<file path="src/hdl/aps_pkg.sv">
package aps_pkg;
  localparam int unsigned APS_ADDR_W  = 8;
  localparam int unsigned APS_PORT_W  = 8;
  localparam int unsigned APS_CTRL_W  = 3;
  localparam int unsigned APS_LOW_B_W = 4;

  localparam logic [7:0] APS_OFF_A_DATA   = 8'h00;
  localparam logic [7:0] APS_OFF_A_DDR    = 8'h04;
  localparam logic [7:0] APS_OFF_A_PER    = 8'h08;
  localparam logic [7:0] APS_OFF_A_PUR    = 8'h0C;
  localparam logic [7:0] APS_OFF_A_PIN    = 8'h10;
  localparam logic [7:0] APS_OFF_B_DATA   = 8'h14;
  localparam logic [7:0] APS_OFF_B_DDR    = 8'h18;
  localparam logic [7:0] APS_OFF_B_PER    = 8'h1C;
  localparam logic [7:0] APS_OFF_B_PUR    = 8'h20;
  localparam logic [7:0] APS_OFF_B_PIN    = 8'h24;
  localparam logic [7:0] APS_OFF_BUS_CTRL = 8'h28;

  localparam int unsigned APS_BUS_DRIVE_POS = 0;

  localparam logic [7:0] APS_RST_DATA    = 8'h00;
  localparam logic [7:0] APS_RST_DDR     = 8'h00;
  localparam logic [7:0] APS_RST_A_PER   = 8'hFF;
  localparam logic [7:0] APS_RST_PUR     = 8'hFF;
  localparam logic       APS_RST_DRIVE   = 1'b0;
endpackage

</file>
<file path="src/hdl/aps_sync3.sv">
`timescale 1ns/100ps
`default_nettype none
module aps_sync3 #(
  parameter int unsigned WIDTH = 8
) (
  input  wire logic             mclk,    // system clock
  input  wire logic [WIDTH-1:0] asyncIn, // pin levels
  output var  logic [WIDTH-1:0] syncOut  // filtered level
);
  logic [WIDTH-1:0] s1_q;
  logic [WIDTH-1:0] s2_q;
  logic [WIDTH-1:0] s3_q;

  // a bit changes only once stages two and three agree
  genvar i;
  for (i = 0; i < WIDTH; i++) begin : g_bit
    always_ff @(posedge mclk) begin
      if (s2_q[i] == s3_q[i]) begin
        syncOut[i] <= s3_q[i];
      end
    end
  end

  always_ff @(posedge mclk) begin
    s1_q <= asyncIn;
    s2_q <= s1_q;
    s3_q <= s2_q;
  end
endmodule
`default_nettype wire

</file>
<file path="src/hdl/aps_pin_share.sv">
`timescale 1ns/100ps
`default_nettype none
module aps_pin_share
  import aps_pkg::*;
(
  input  wire logic                  mclk,          // system clock, 250 MHz
  input  wire logic                  sys_rst,       // synchronous reset, active high
  input  wire logic                  psel,          // apb select
  input  wire logic                  penable,       // apb enable
  input  wire logic                  pwrite,        // apb direction
  input  wire logic [APS_ADDR_W-1:0] paddr,         // apb byte address
  input  wire logic [31:0]           pwdata,        // apb write data
  output var  logic [31:0]           prdata,        // apb read data
  output var  logic                  pready,        // apb ready
  output var  logic                  pslverr,       // apb error, unmapped
  input  wire logic [15:0]           emiAddr,       // memory address bits 23..8
  input  wire logic                  emiBusActive,  // external bus cycle running
  input  wire logic [APS_CTRL_W-1:0] emiCtrl,       // memory control strobes
  input  wire logic                  extBootStrap,  // boot strap pin
  input  wire logic                  extBusModeIn,  // bus mode pin
  input  wire logic                  flashSecure,   // flash security state
  input  wire logic [APS_PORT_W-1:0] portAIn,       // port A pad levels
  output var  logic [APS_PORT_W-1:0] portAOut,      // port A pad drive value
  output var  logic [APS_PORT_W-1:0] portAOe,       // port A output enable
  output var  logic [APS_PORT_W-1:0] portAPullEn,   // port A pull-up enable
  input  wire logic [APS_PORT_W-1:0] portBIn,       // port B pad levels
  output var  logic [APS_PORT_W-1:0] portBOut,      // port B pad drive value
  output var  logic [APS_PORT_W-1:0] portBOe,       // port B output enable
  output var  logic [APS_PORT_W-1:0] portBPullEn,   // port B pull-up enable
  output var  logic [APS_CTRL_W-1:0] ctrlOut,       // memory control pad values
  output var  logic                  ctrlOe         // memory control enable
);
  localparam int unsigned SYNC_W = 2 * APS_PORT_W + 2;

  logic [APS_PORT_W-1:0] aData_q;
  logic [APS_PORT_W-1:0] aDdr_q;
  logic [APS_PORT_W-1:0] aPer_q;
  logic [APS_PORT_W-1:0] aPur_q;
  logic [APS_PORT_W-1:0] bData_q;
  logic [APS_PORT_W-1:0] bDdr_q;
  logic [APS_PORT_W-1:0] bPer_q;
  logic [APS_PORT_W-1:0] bPur_q;
  logic                  busDrive_q;
  logic                  inReset_q;
  logic [SYNC_W-1:0]     syncVal;
  logic [APS_PORT_W-1:0] aPins;
  logic [APS_PORT_W-1:0] bPins;
  logic                  bootSync;
  logic                  modeSync;

  aps_sync3 #(
    .WIDTH(SYNC_W)
  ) u_sync (
    .mclk   (mclk),
    .asyncIn({extBusModeIn, extBootStrap, portBIn, portAIn}),
    .syncOut(syncVal)
  );

  assign aPins    = syncVal[APS_PORT_W-1:0];
  assign bPins    = syncVal[2*APS_PORT_W-1:APS_PORT_W];
  assign bootSync = syncVal[2*APS_PORT_W];
  assign modeSync = syncVal[2*APS_PORT_W+1];

  // apb decode: one wait state, pready raised in the second access cycle
  wire accessPh = psel & penable;
  wire doneNow  = accessPh & pready;
  wire wrDone   = doneNow & pwrite;
  wire selAData = paddr == APS_OFF_A_DATA;
  wire selADdr  = paddr == APS_OFF_A_DDR;
  wire selAPer  = paddr == APS_OFF_A_PER;
  wire selAPur  = paddr == APS_OFF_A_PUR;
  wire selAPin  = paddr == APS_OFF_A_PIN;
  wire selBData = paddr == APS_OFF_B_DATA;
  wire selBDdr  = paddr == APS_OFF_B_DDR;
  wire selBPer  = paddr == APS_OFF_B_PER;
  wire selBPur  = paddr == APS_OFF_B_PUR;
  wire selBPin  = paddr == APS_OFF_B_PIN;
  wire selBus   = paddr == APS_OFF_BUS_CTRL;
  wire mapped   = selAData | selADdr | selAPer | selAPur | selAPin | selBData | selBDdr
                | selBPer | selBPur | selBPin | selBus;

  wire [APS_PORT_W-1:0] rdByte =
      ({APS_PORT_W{selAData}} & aData_q) | ({APS_PORT_W{selADdr}} & aDdr_q)
    | ({APS_PORT_W{selAPer}}  & aPer_q)  | ({APS_PORT_W{selAPur}} & aPur_q)
    | ({APS_PORT_W{selAPin}}  & aPins)   | ({APS_PORT_W{selBData}} & bData_q)
    | ({APS_PORT_W{selBDdr}}  & bDdr_q)  | ({APS_PORT_W{selBPer}} & bPer_q)
    | ({APS_PORT_W{selBPur}}  & bPur_q)  | ({APS_PORT_W{selBPin}} & bPins)
    | ({APS_PORT_W{selBus}}   & {{(APS_PORT_W-1){1'b0}}, busDrive_q});

  wire [31:0] prdata_d = {{(32-APS_PORT_W){1'b0}}, rdByte};
  wire [APS_PORT_W-1:0] wrByte = pwdata[APS_PORT_W-1:0];

  // strap decode for the low port B pins
  wire strapAddr = bootSync | (modeSync & ~flashSecure);
  wire [APS_PORT_W-1:0] bPerStrap = {{(APS_PORT_W-APS_LOW_B_W){1'b0}},
                                     {APS_LOW_B_W{strapAddr}}};

  always_ff @(posedge mclk) begin
    if (sys_rst) begin
      pready  <= 1'b0;
      pslverr <= 1'b0;
      prdata  <= 32'h0000_0000;
    end else begin
      pready  <= accessPh & ~pready;
      pslverr <= accessPh & ~pready & ~mapped;
      if (accessPh & ~pready & ~pwrite) begin
        prdata <= prdata_d;
      end
    end
  end

  // data and direction registers, one direction bit per pin
  always_ff @(posedge mclk) begin
    if (sys_rst) begin
      aData_q <= APS_RST_DATA;
      aDdr_q  <= APS_RST_DDR;
      bData_q <= APS_RST_DATA;
      bDdr_q  <= APS_RST_DDR;
    end else begin
      if (wrDone & selAData) begin
        aData_q <= wrByte;
      end
      if (wrDone & selADdr) begin
        aDdr_q <= wrByte;
      end
      if (wrDone & selBData) begin
        bData_q <= wrByte;
      end
      if (wrDone & selBDdr) begin
        bDdr_q <= wrByte;
      end
    end
  end

  // port A comes up in address function
  always_ff @(posedge mclk) begin
    if (sys_rst) begin
      aPer_q <= APS_RST_A_PER;
    end else if (wrDone & selAPer) begin
      aPer_q <= wrByte;
    end
  end

  // a software write replaces the strap-chosen function
  always_ff @(posedge mclk) begin
    if (sys_rst) begin
      bPer_q <= bPerStrap;
    end else if (wrDone & selBPer) begin
      bPer_q <= wrByte;
    end
  end

  // pull-up enable bits, bit n drives pin n
  always_ff @(posedge mclk) begin
    if (sys_rst) begin
      aPur_q <= APS_RST_PUR;
      bPur_q <= APS_RST_PUR;
    end else begin
      if (wrDone & selAPur) begin
        aPur_q <= wrByte;
      end
      if (wrDone & selBPur) begin
        bPur_q <= wrByte;
      end
    end
  end

  // reset default of the drive bit is 0, software should set it
  always_ff @(posedge mclk) begin
    if (sys_rst) begin
      busDrive_q <= APS_RST_DRIVE;
    end else if (wrDone & selBus) begin
      busDrive_q <= pwdata[APS_BUS_DRIVE_POS];
    end
  end

  // address and control pins float when idle unless drive bit set
  wire addrDrive = busDrive_q | emiBusActive;

  // A8..A15 on port A, A16..A23 on port B pins 0..7
  wire [APS_PORT_W-1:0] aAddrBits = emiAddr[APS_PORT_W-1:0];
  wire [APS_PORT_W-1:0] bAddrBits = emiAddr[2*APS_PORT_W-1:APS_PORT_W];

  // per-pin select, set is address, clear is general purpose
  wire [APS_PORT_W-1:0] portAOut_d = (aPer_q & aAddrBits) | (~aPer_q & aData_q);
  wire [APS_PORT_W-1:0] portAOe_d  = (aPer_q & {APS_PORT_W{addrDrive}}) | (~aPer_q & aDdr_q);
  // port B general-purpose direction per pin
  wire [APS_PORT_W-1:0] portBOut_d = (bPer_q & bAddrBits) | (~bPer_q & bData_q);
  wire [APS_PORT_W-1:0] portBOe_d  = (bPer_q & {APS_PORT_W{addrDrive}}) | (~bPer_q & bDdr_q);

  always_ff @(posedge mclk) begin
    inReset_q <= sys_rst;
  end

  // in reset port B is input only with pull-ups on
  always_ff @(posedge mclk) begin
    if (sys_rst) begin
      portAOut    <= {APS_PORT_W{1'b0}};
      portAOe     <= {APS_PORT_W{1'b0}};
      portAPullEn <= APS_RST_PUR;
      portBOut    <= {APS_PORT_W{1'b0}};
      portBOe     <= {APS_PORT_W{1'b0}};
      portBPullEn <= APS_RST_PUR;
      ctrlOut     <= {APS_CTRL_W{1'b1}};
      ctrlOe      <= 1'b0;
    end else begin
      portAOut    <= portAOut_d;
      portAOe     <= portAOe_d;
      portAPullEn <= aPur_q;
      portBOut    <= portBOut_d;
      portBOe     <= portBOe_d;
      portBPullEn <= bPur_q;
      ctrlOut     <= emiCtrl;
      // control strobes follow the same drive rule, but stay off in the first cycle after reset
      ctrlOe      <= addrDrive & ~inReset_q;
    end
  end
endmodule
`default_nettype wire

</file>
<file path="config.mk">
export PLATFORM = sky130hd
export DESIGN_NAME = aps_pin_share
export DESIGN_NICKNAME = d
export VERILOG_FILES = /design/src/hdl/aps_pkg.sv /design/src/hdl/aps_sync3.sv /design/src/hdl/aps_pin_share.sv
export SDC_FILE = /design/constraint.sdc
export NUM_CORES = 1
export LEC_CHECK = 0
export BUFFER_PORTS_ARGS = -buffer_cell sky130_fd_sc_hd__buf_2
export CAP_MARGIN = 20
export CORE_ASPECT_RATIO = 1.75
export CORE_MARGIN = 2
export CORE_UTILIZATION = 51
export DETAILED_ROUTE_END_ITERATION = 10
export PLACE_DENSITY = 0.76
export SYNTH_ARGS = -nofsm -noshare
export SYNTH_HDL_FRONTEND = slang
export SYNTH_SLANG_ARGS = --single-unit
</file>
<file path="constraint.sdc">
create_clock -name mclk -period 1.9 [get_ports mclk]
set_input_delay 0.19 -clock mclk [delete_from_list [all_inputs] [get_ports mclk]]
set_output_delay 0.19 -clock mclk [all_outputs]
set_load 0.1 [all_outputs]
</file>
* Word level (Yosys, flattened, before mapping)
Index checks and enable logic that the tools add are counted.
Cells by class: bitwise gates (word level) 69, magnitude comparators 0, divide/modulo/power cells 0, shifts and indexed selects 0, equality and inequality tests 28, muxes and demuxes 2, multipliers 0, reductions and logical operators 2, add/subtract/negate cells 0
Operators by type and width (number):
- $and 8x8->8 | 18
- $or 8x8->8 | 14
- $eq 8x5->1 const B | 4
- $eq 8x6->1 const B | 3
- $eq 1x1->1 | 18
- $and 1x1->1 | 17
- $eq 8x4->1 const B | 2
- $not 8->8 | 2
- $or 1x1->1 | 12
- $and 8x1->8 | 1
- $eq 8x3->1 const B | 1
- $logic_not 8->1 | 1
- $mux 4 | 2
- $not 1->1 | 5
- $reduce_bool 2->1 | 1
Word-level totals: memories 0, input port bits 84, flip-flop bits (word level) 200, latch bits 0, memory bits (writable) 0, logic and storage cells 144, bits in read-only memories 0

* Logic depth before layout (Yosys ltp)
depth after elaboration 13, mapped depth 7

* Cells and area by module
From an unflattened synthesis, not the netlist that was laid out.
Unflattened totals: cell total of the unflattened synthesis 700, area, all modules 7225.7 µm²
By module, submodules not included:
- aps_pin_share | times used 1, cells an instance 610, area each 5446.5 µm²
- aps_sync3 | times used 1, cells an instance 90, area each 1779.2 µm²

* Worst setup path before layout
OpenSTA, ideal clock, no wires.
path type flip-flop to flip-flop, start point register pready, end point register bPur_q[4], data required time 1.780 ns, arrival 2.160 ns, library setup time 0.120 ns, clock period less this slack 2.280 ns, buffers on the path 1, cell stages (with the launch flop) 7, path slack -0.380 ns, cell sequence dfxtp_1 -> and4_1 -> nand2_2 -> nor3_4 -> buf_6 -> nor2b_1 -> a211o_1
Between the ends: cells in the longest elaborated chain, start to end 3
Ends and longest elaborated chain:
- start, declared | RTL line aps_pin_share.sv:14 | output var logic pready,
- start signal, assigned | RTL line aps_pin_share.sv:104 | pready <= accessPh & ~pready;
- $and 1x1->1 | RTL line aps_pin_share.sv:66 | wire doneNow = accessPh & pready;
- $and 1x1->1 | RTL line aps_pin_share.sv:67 | wire wrDone = doneNow & pwrite;
- $and 1x1->1 | RTL line aps_pin_share.sv:162 | if (wrDone & selBPur) begin
- end signal, assigned | RTL line aps_pin_share.sv:163 | bPur_q <= wrByte;
- end, declared | RTL line aps_pin_share.sv:42 | logic [APS_PORT_W-1:0] bPur_q;
Every way passes these cells. A chain may end at the register's enable or synchronous reset.

* Worst setup path after layout
start point register pready, end point register aPer_q[2]
Between the ends: cells in the longest elaborated chain, start to end 3
Ends and longest elaborated chain:
- $and 1x1->1 | RTL line aps_pin_share.sv:66
- $and 1x1->1 | RTL line aps_pin_share.sv:67
- $and 1x1->1 | RTL line aps_pin_share.sv:139 | end else if (wrDone & selAPer) begin
- end signal, assigned | RTL line aps_pin_share.sv:140 | aPer_q <= wrByte;
- end, declared | RTL line aps_pin_share.sv:37 | logic [APS_PORT_W-1:0] aPer_q;
Every way passes these cells.

==> impl_metrics.json <==
{
  "status": "completed",
  "power_frac_comb_pct": 11.2,
  "final_util_pct": 63.6,
  "cts-resized-gates": 0,
  "seqPwrFrac_pct": 49.3,
  "critPathLaunch": "pready$_SDFF_PP0_",
  "globalplace.congestion": 0.933,
  "die_x_um": 94.6,
  "wl_per_cell_um": 17.5,
  "cts_hold_buffers": 27,
  "yosysSeqAreaShare_pct": 57.6,
  "antenna_found_initial": 0,
  "totalWireLength_um": 17800,
  "crit_required_ps": 2220,
  "max_freq_mhz": 567,
  "globalRouteOverflowTotal": 0,
  "cp.arrival_ps": 2080,
  "layout.nets": 910,
  "power_density_nw_per_um2": 1000,
  "path_delay_family": "simple AND/OR/NAND/NOR gates",
  "nFillCells": 1225,
  "min_period_ps": 1760,
  "setup_tns_ps": 0,
  "p_switching_w": 0.00254,
  "worst_pin_slew_ps": 538,
  "timing.final.hold_violations": 0,
  "place_hpwl_um": 12800,
  "worstSkewPairLatency_ps": 430,
  "crit_cells": 6,
  "crit_slowest_cell": "dfxtp_4",
  "dp.cells": 959,
  "drive_gt1_share_pct": 27.1,
  "synth-async-reset-ratio_pct": 0,
  "max_slew_margin_pct": 64.0,
  "r2r_cells": 6,
  "cellInternalPower_w": 0.00654,
  "start_kind": "flop",
  "vias": 5408,
  "grt_pass1_vias": 5255,
  "min_from": "emiAddr[0]",
  "swShare_pct": 27.9,
  "hold_path.class": "in -> reg",
  "synth_flop_cell": "dfxtp_1",
  "syn2layout_area_growth_pct": 23.4,
  "post_cts_buffers": 0,
  "port_buffers": 121,
  "dieArea_um2": 15400,
  "crit_path_cell_trace": "and4_1 -> nand2_4 -> nor2_1 -> buf_4 -> nor2b_1 -> a211o_1",
  "cts_tree": "built",
  "clock_sinks": 200,
  "crit_buf_inv": 1,
  "leakage_nw": 3.64,
  "synth_cells": 668,
  "vias_per_cell": 5.30,
  "placeableCoreArea_um2": 14200,
  "first_pass_iters": 5,
  "cap_violations": 0,
  "cts_root_buf": "clkbuf_16",
  "grt_pass1_wl_um": 27500,
  "reg2reg_to": "aPer_q[2]$_SDFFE_PP1P_",
  "cts-buffers-inserted": 17,
  "slew_viol_final": 0,
  "skew_ps": 10.6,
  "clk_path_buf_depth": 2,
  "endpoint": "aPer_q[2]$_SDFFE_PP1P_",
  "cpPeakStageDelay_ps": 360,
  "path_clk_slew_ps": 70,
  "layoutNonFillerInstCount": 1020,
  "grt_setup_unrepaired": "false",
  "synth_edf_count": 22,
  "p_clk_share_pct": 39.5,
  "cts.htree.levels": 4,
  "path_class": "reg -> reg",
  "grt_max_degree": 76,
  "synth_area_um2": 7330,
  "drt_iter0_drc": 351,
  "finalCritPeriodShare_pct": 92.9,
  "start_util_pct": 51.6,
  "track_usage_pct": 23.7,
  "rows": 58,
  "r2r_slack_ps": 140,
  "yosys_register_bits": 200,
  "yosysWarnings": 0,
  "drc_errors": 0,
  "worst_setup_path_end_kind": "flop",
  "r2r_start": "pready$_SDFF_PP0_",
  "ir_drop_uv": 811,
  "ys_types": 56,
  "io_pins": 170,
  "ant_nets": 0,
  "holdWs_ps": 8.54,
  "syn_avg_cell_area_um2": 11.0,
  "die_y_um": 163,
  "cp_max_fo": 16,
  "setup_viol_count_final": 0
}
stage by stage:
| stage | worst slack [ps] | instance area, um2 | total power, W |
|---|---|---|---|
| detailed placement | 42.6 | 8170 | 0.00554 |
| global placement | 101 | 8170 | 0.00552 |
| CTS | 131 | 9030 | 0.00914 |
| global route | 51.2 | 9040 | 0.00937 |
| finish | 136 | 9050 | 0.00908 |
| floorplan | 143 | 7420 | 0.00535 |
synth_stat cells (all sizes together) (2+ instances only):
library cell	number	area, um2
a211o	12	105
a211oi	20	150
a21o	2	15.0
a21oi	12	60.1
a221oi	3	26.3
a22oi	2	15.0
a311oi	2	17.5
a31o	2	17.5
a31oi	4	25.0
a32o	2	20.0
and3	2	12.5
and3b	2	17.5
buf	36	254
clkbuf	28	105
dfxtp	178	3560
edfxtp	22	661
mux2	6	67.6
mux2i	63	631
mux4	3	67.6
nand2	32	133
nand3	6	30.0
nand3b	14	105
nor2	95	379
nor2b	16	100
nor3	10	72.6
nor3b	5	37.5
nor4	2	27.5
nor4b	3	56.3
o21ai	24	120
o22ai	2	12.5
o2bb2ai	2	17.5
or2	21	131
or3	4	25.0
xnor2	18	158
how the worst min path moves through the flow:
stage               cells past startpoint                       to
global placement                        1   u_sync.s1_q[1]$_DFF_P_
detailed placement                      1  u_sync.s1_q[13]$_DFF_P_
global route                            3   portAOut[3]$_SDFF_PP0_
CTS                                     3   portAOut[5]$_SDFF_PP0_
floorplan                               0        inReset_q$_DFF_P_
finish                                  3   portAOut[0]$_SDFF_PP0_
placed cells by master, fill, tap and decap left out, types with 6 or more instances in the layout:
cell / instances
a21oi_1: 12
inv_6: 7
conb_1: 24
mux2_2: 6
nand2_1: 29
nor2_1: 92
xnor2_1: 18
dfxtp_1: 177
mux2i_1: 63
nand3_1: 6
edfxtp_1: 22
a211oi_1: 20
nor3_1: 8
buf_2: 120
o21ai_0: 24
dlygate4sd3_1: 28
nand3b_1: 14
buf_4: 29
nor2b_1: 16
a211o_1: 12
or2_2: 21
clkbuf_16: 17
final cells by class:
type / count / area [um2] / area share [%]
Tap cell: 180 / 225 / 2.49
Timing Repair Buffer: 180 / 1160 / 12.8
Clock buffer: 17 / 425 / 4.70
Sequential cell: 200 / 4230 / 46.7
Multi-Input combinational cell: 426 / 2830 / 31.3
Antenna cell: 1 / 2.50 / 0.0277
Clock inverter: 15 / 171 / 1.89
Inverter: 1 / 3.75 / 0.0415
logic make-up after synthesis:
kind of cell / share of synthesized area [%]
mux: 10.4
buf+inv: 4.95
other cells: 0.0511
flops: 57.6
compound gates: 8.79
xor+xnor: 2.15
simple gates: 16.0
power by group through the flow:
stage	combinational, W	sequential, W	clock, W
after floorplan	0.000503	0.00485	0
after global placement	0.000957	0.00456	0
after detailed placement	0.000968	0.00457	0
after CTS	0.00101	0.00448	0.00365
after global routing	0.00106	0.00449	0.00382
final	0.00102	0.00448	0.00359
flip-flops by register name (all words and copies together) (netlist names), 18 cells and up:
signal and cells:
u_sync.syncOut 18, u_sync.s2_q 18, u_sync.s1_q 18, u_sync.s3_q 18
tightest hold or removal path: cells and delay by family:
family / cells / cell delay (ps)
muxes: 1 / 60
buffers and inverters: 1 / 80
and+or+nand+nor: 1 / 80
per-layer routing:
metal	up-vias	global-route usage, %	routed length [um]
met5	-	0	0
met4	0	12.8	801
met3	46	4.49	952
met2	224	39.8	9000
met1	2551	28.2	7060
li1	2587	-	-
Power figures use the tool's default switching activity.
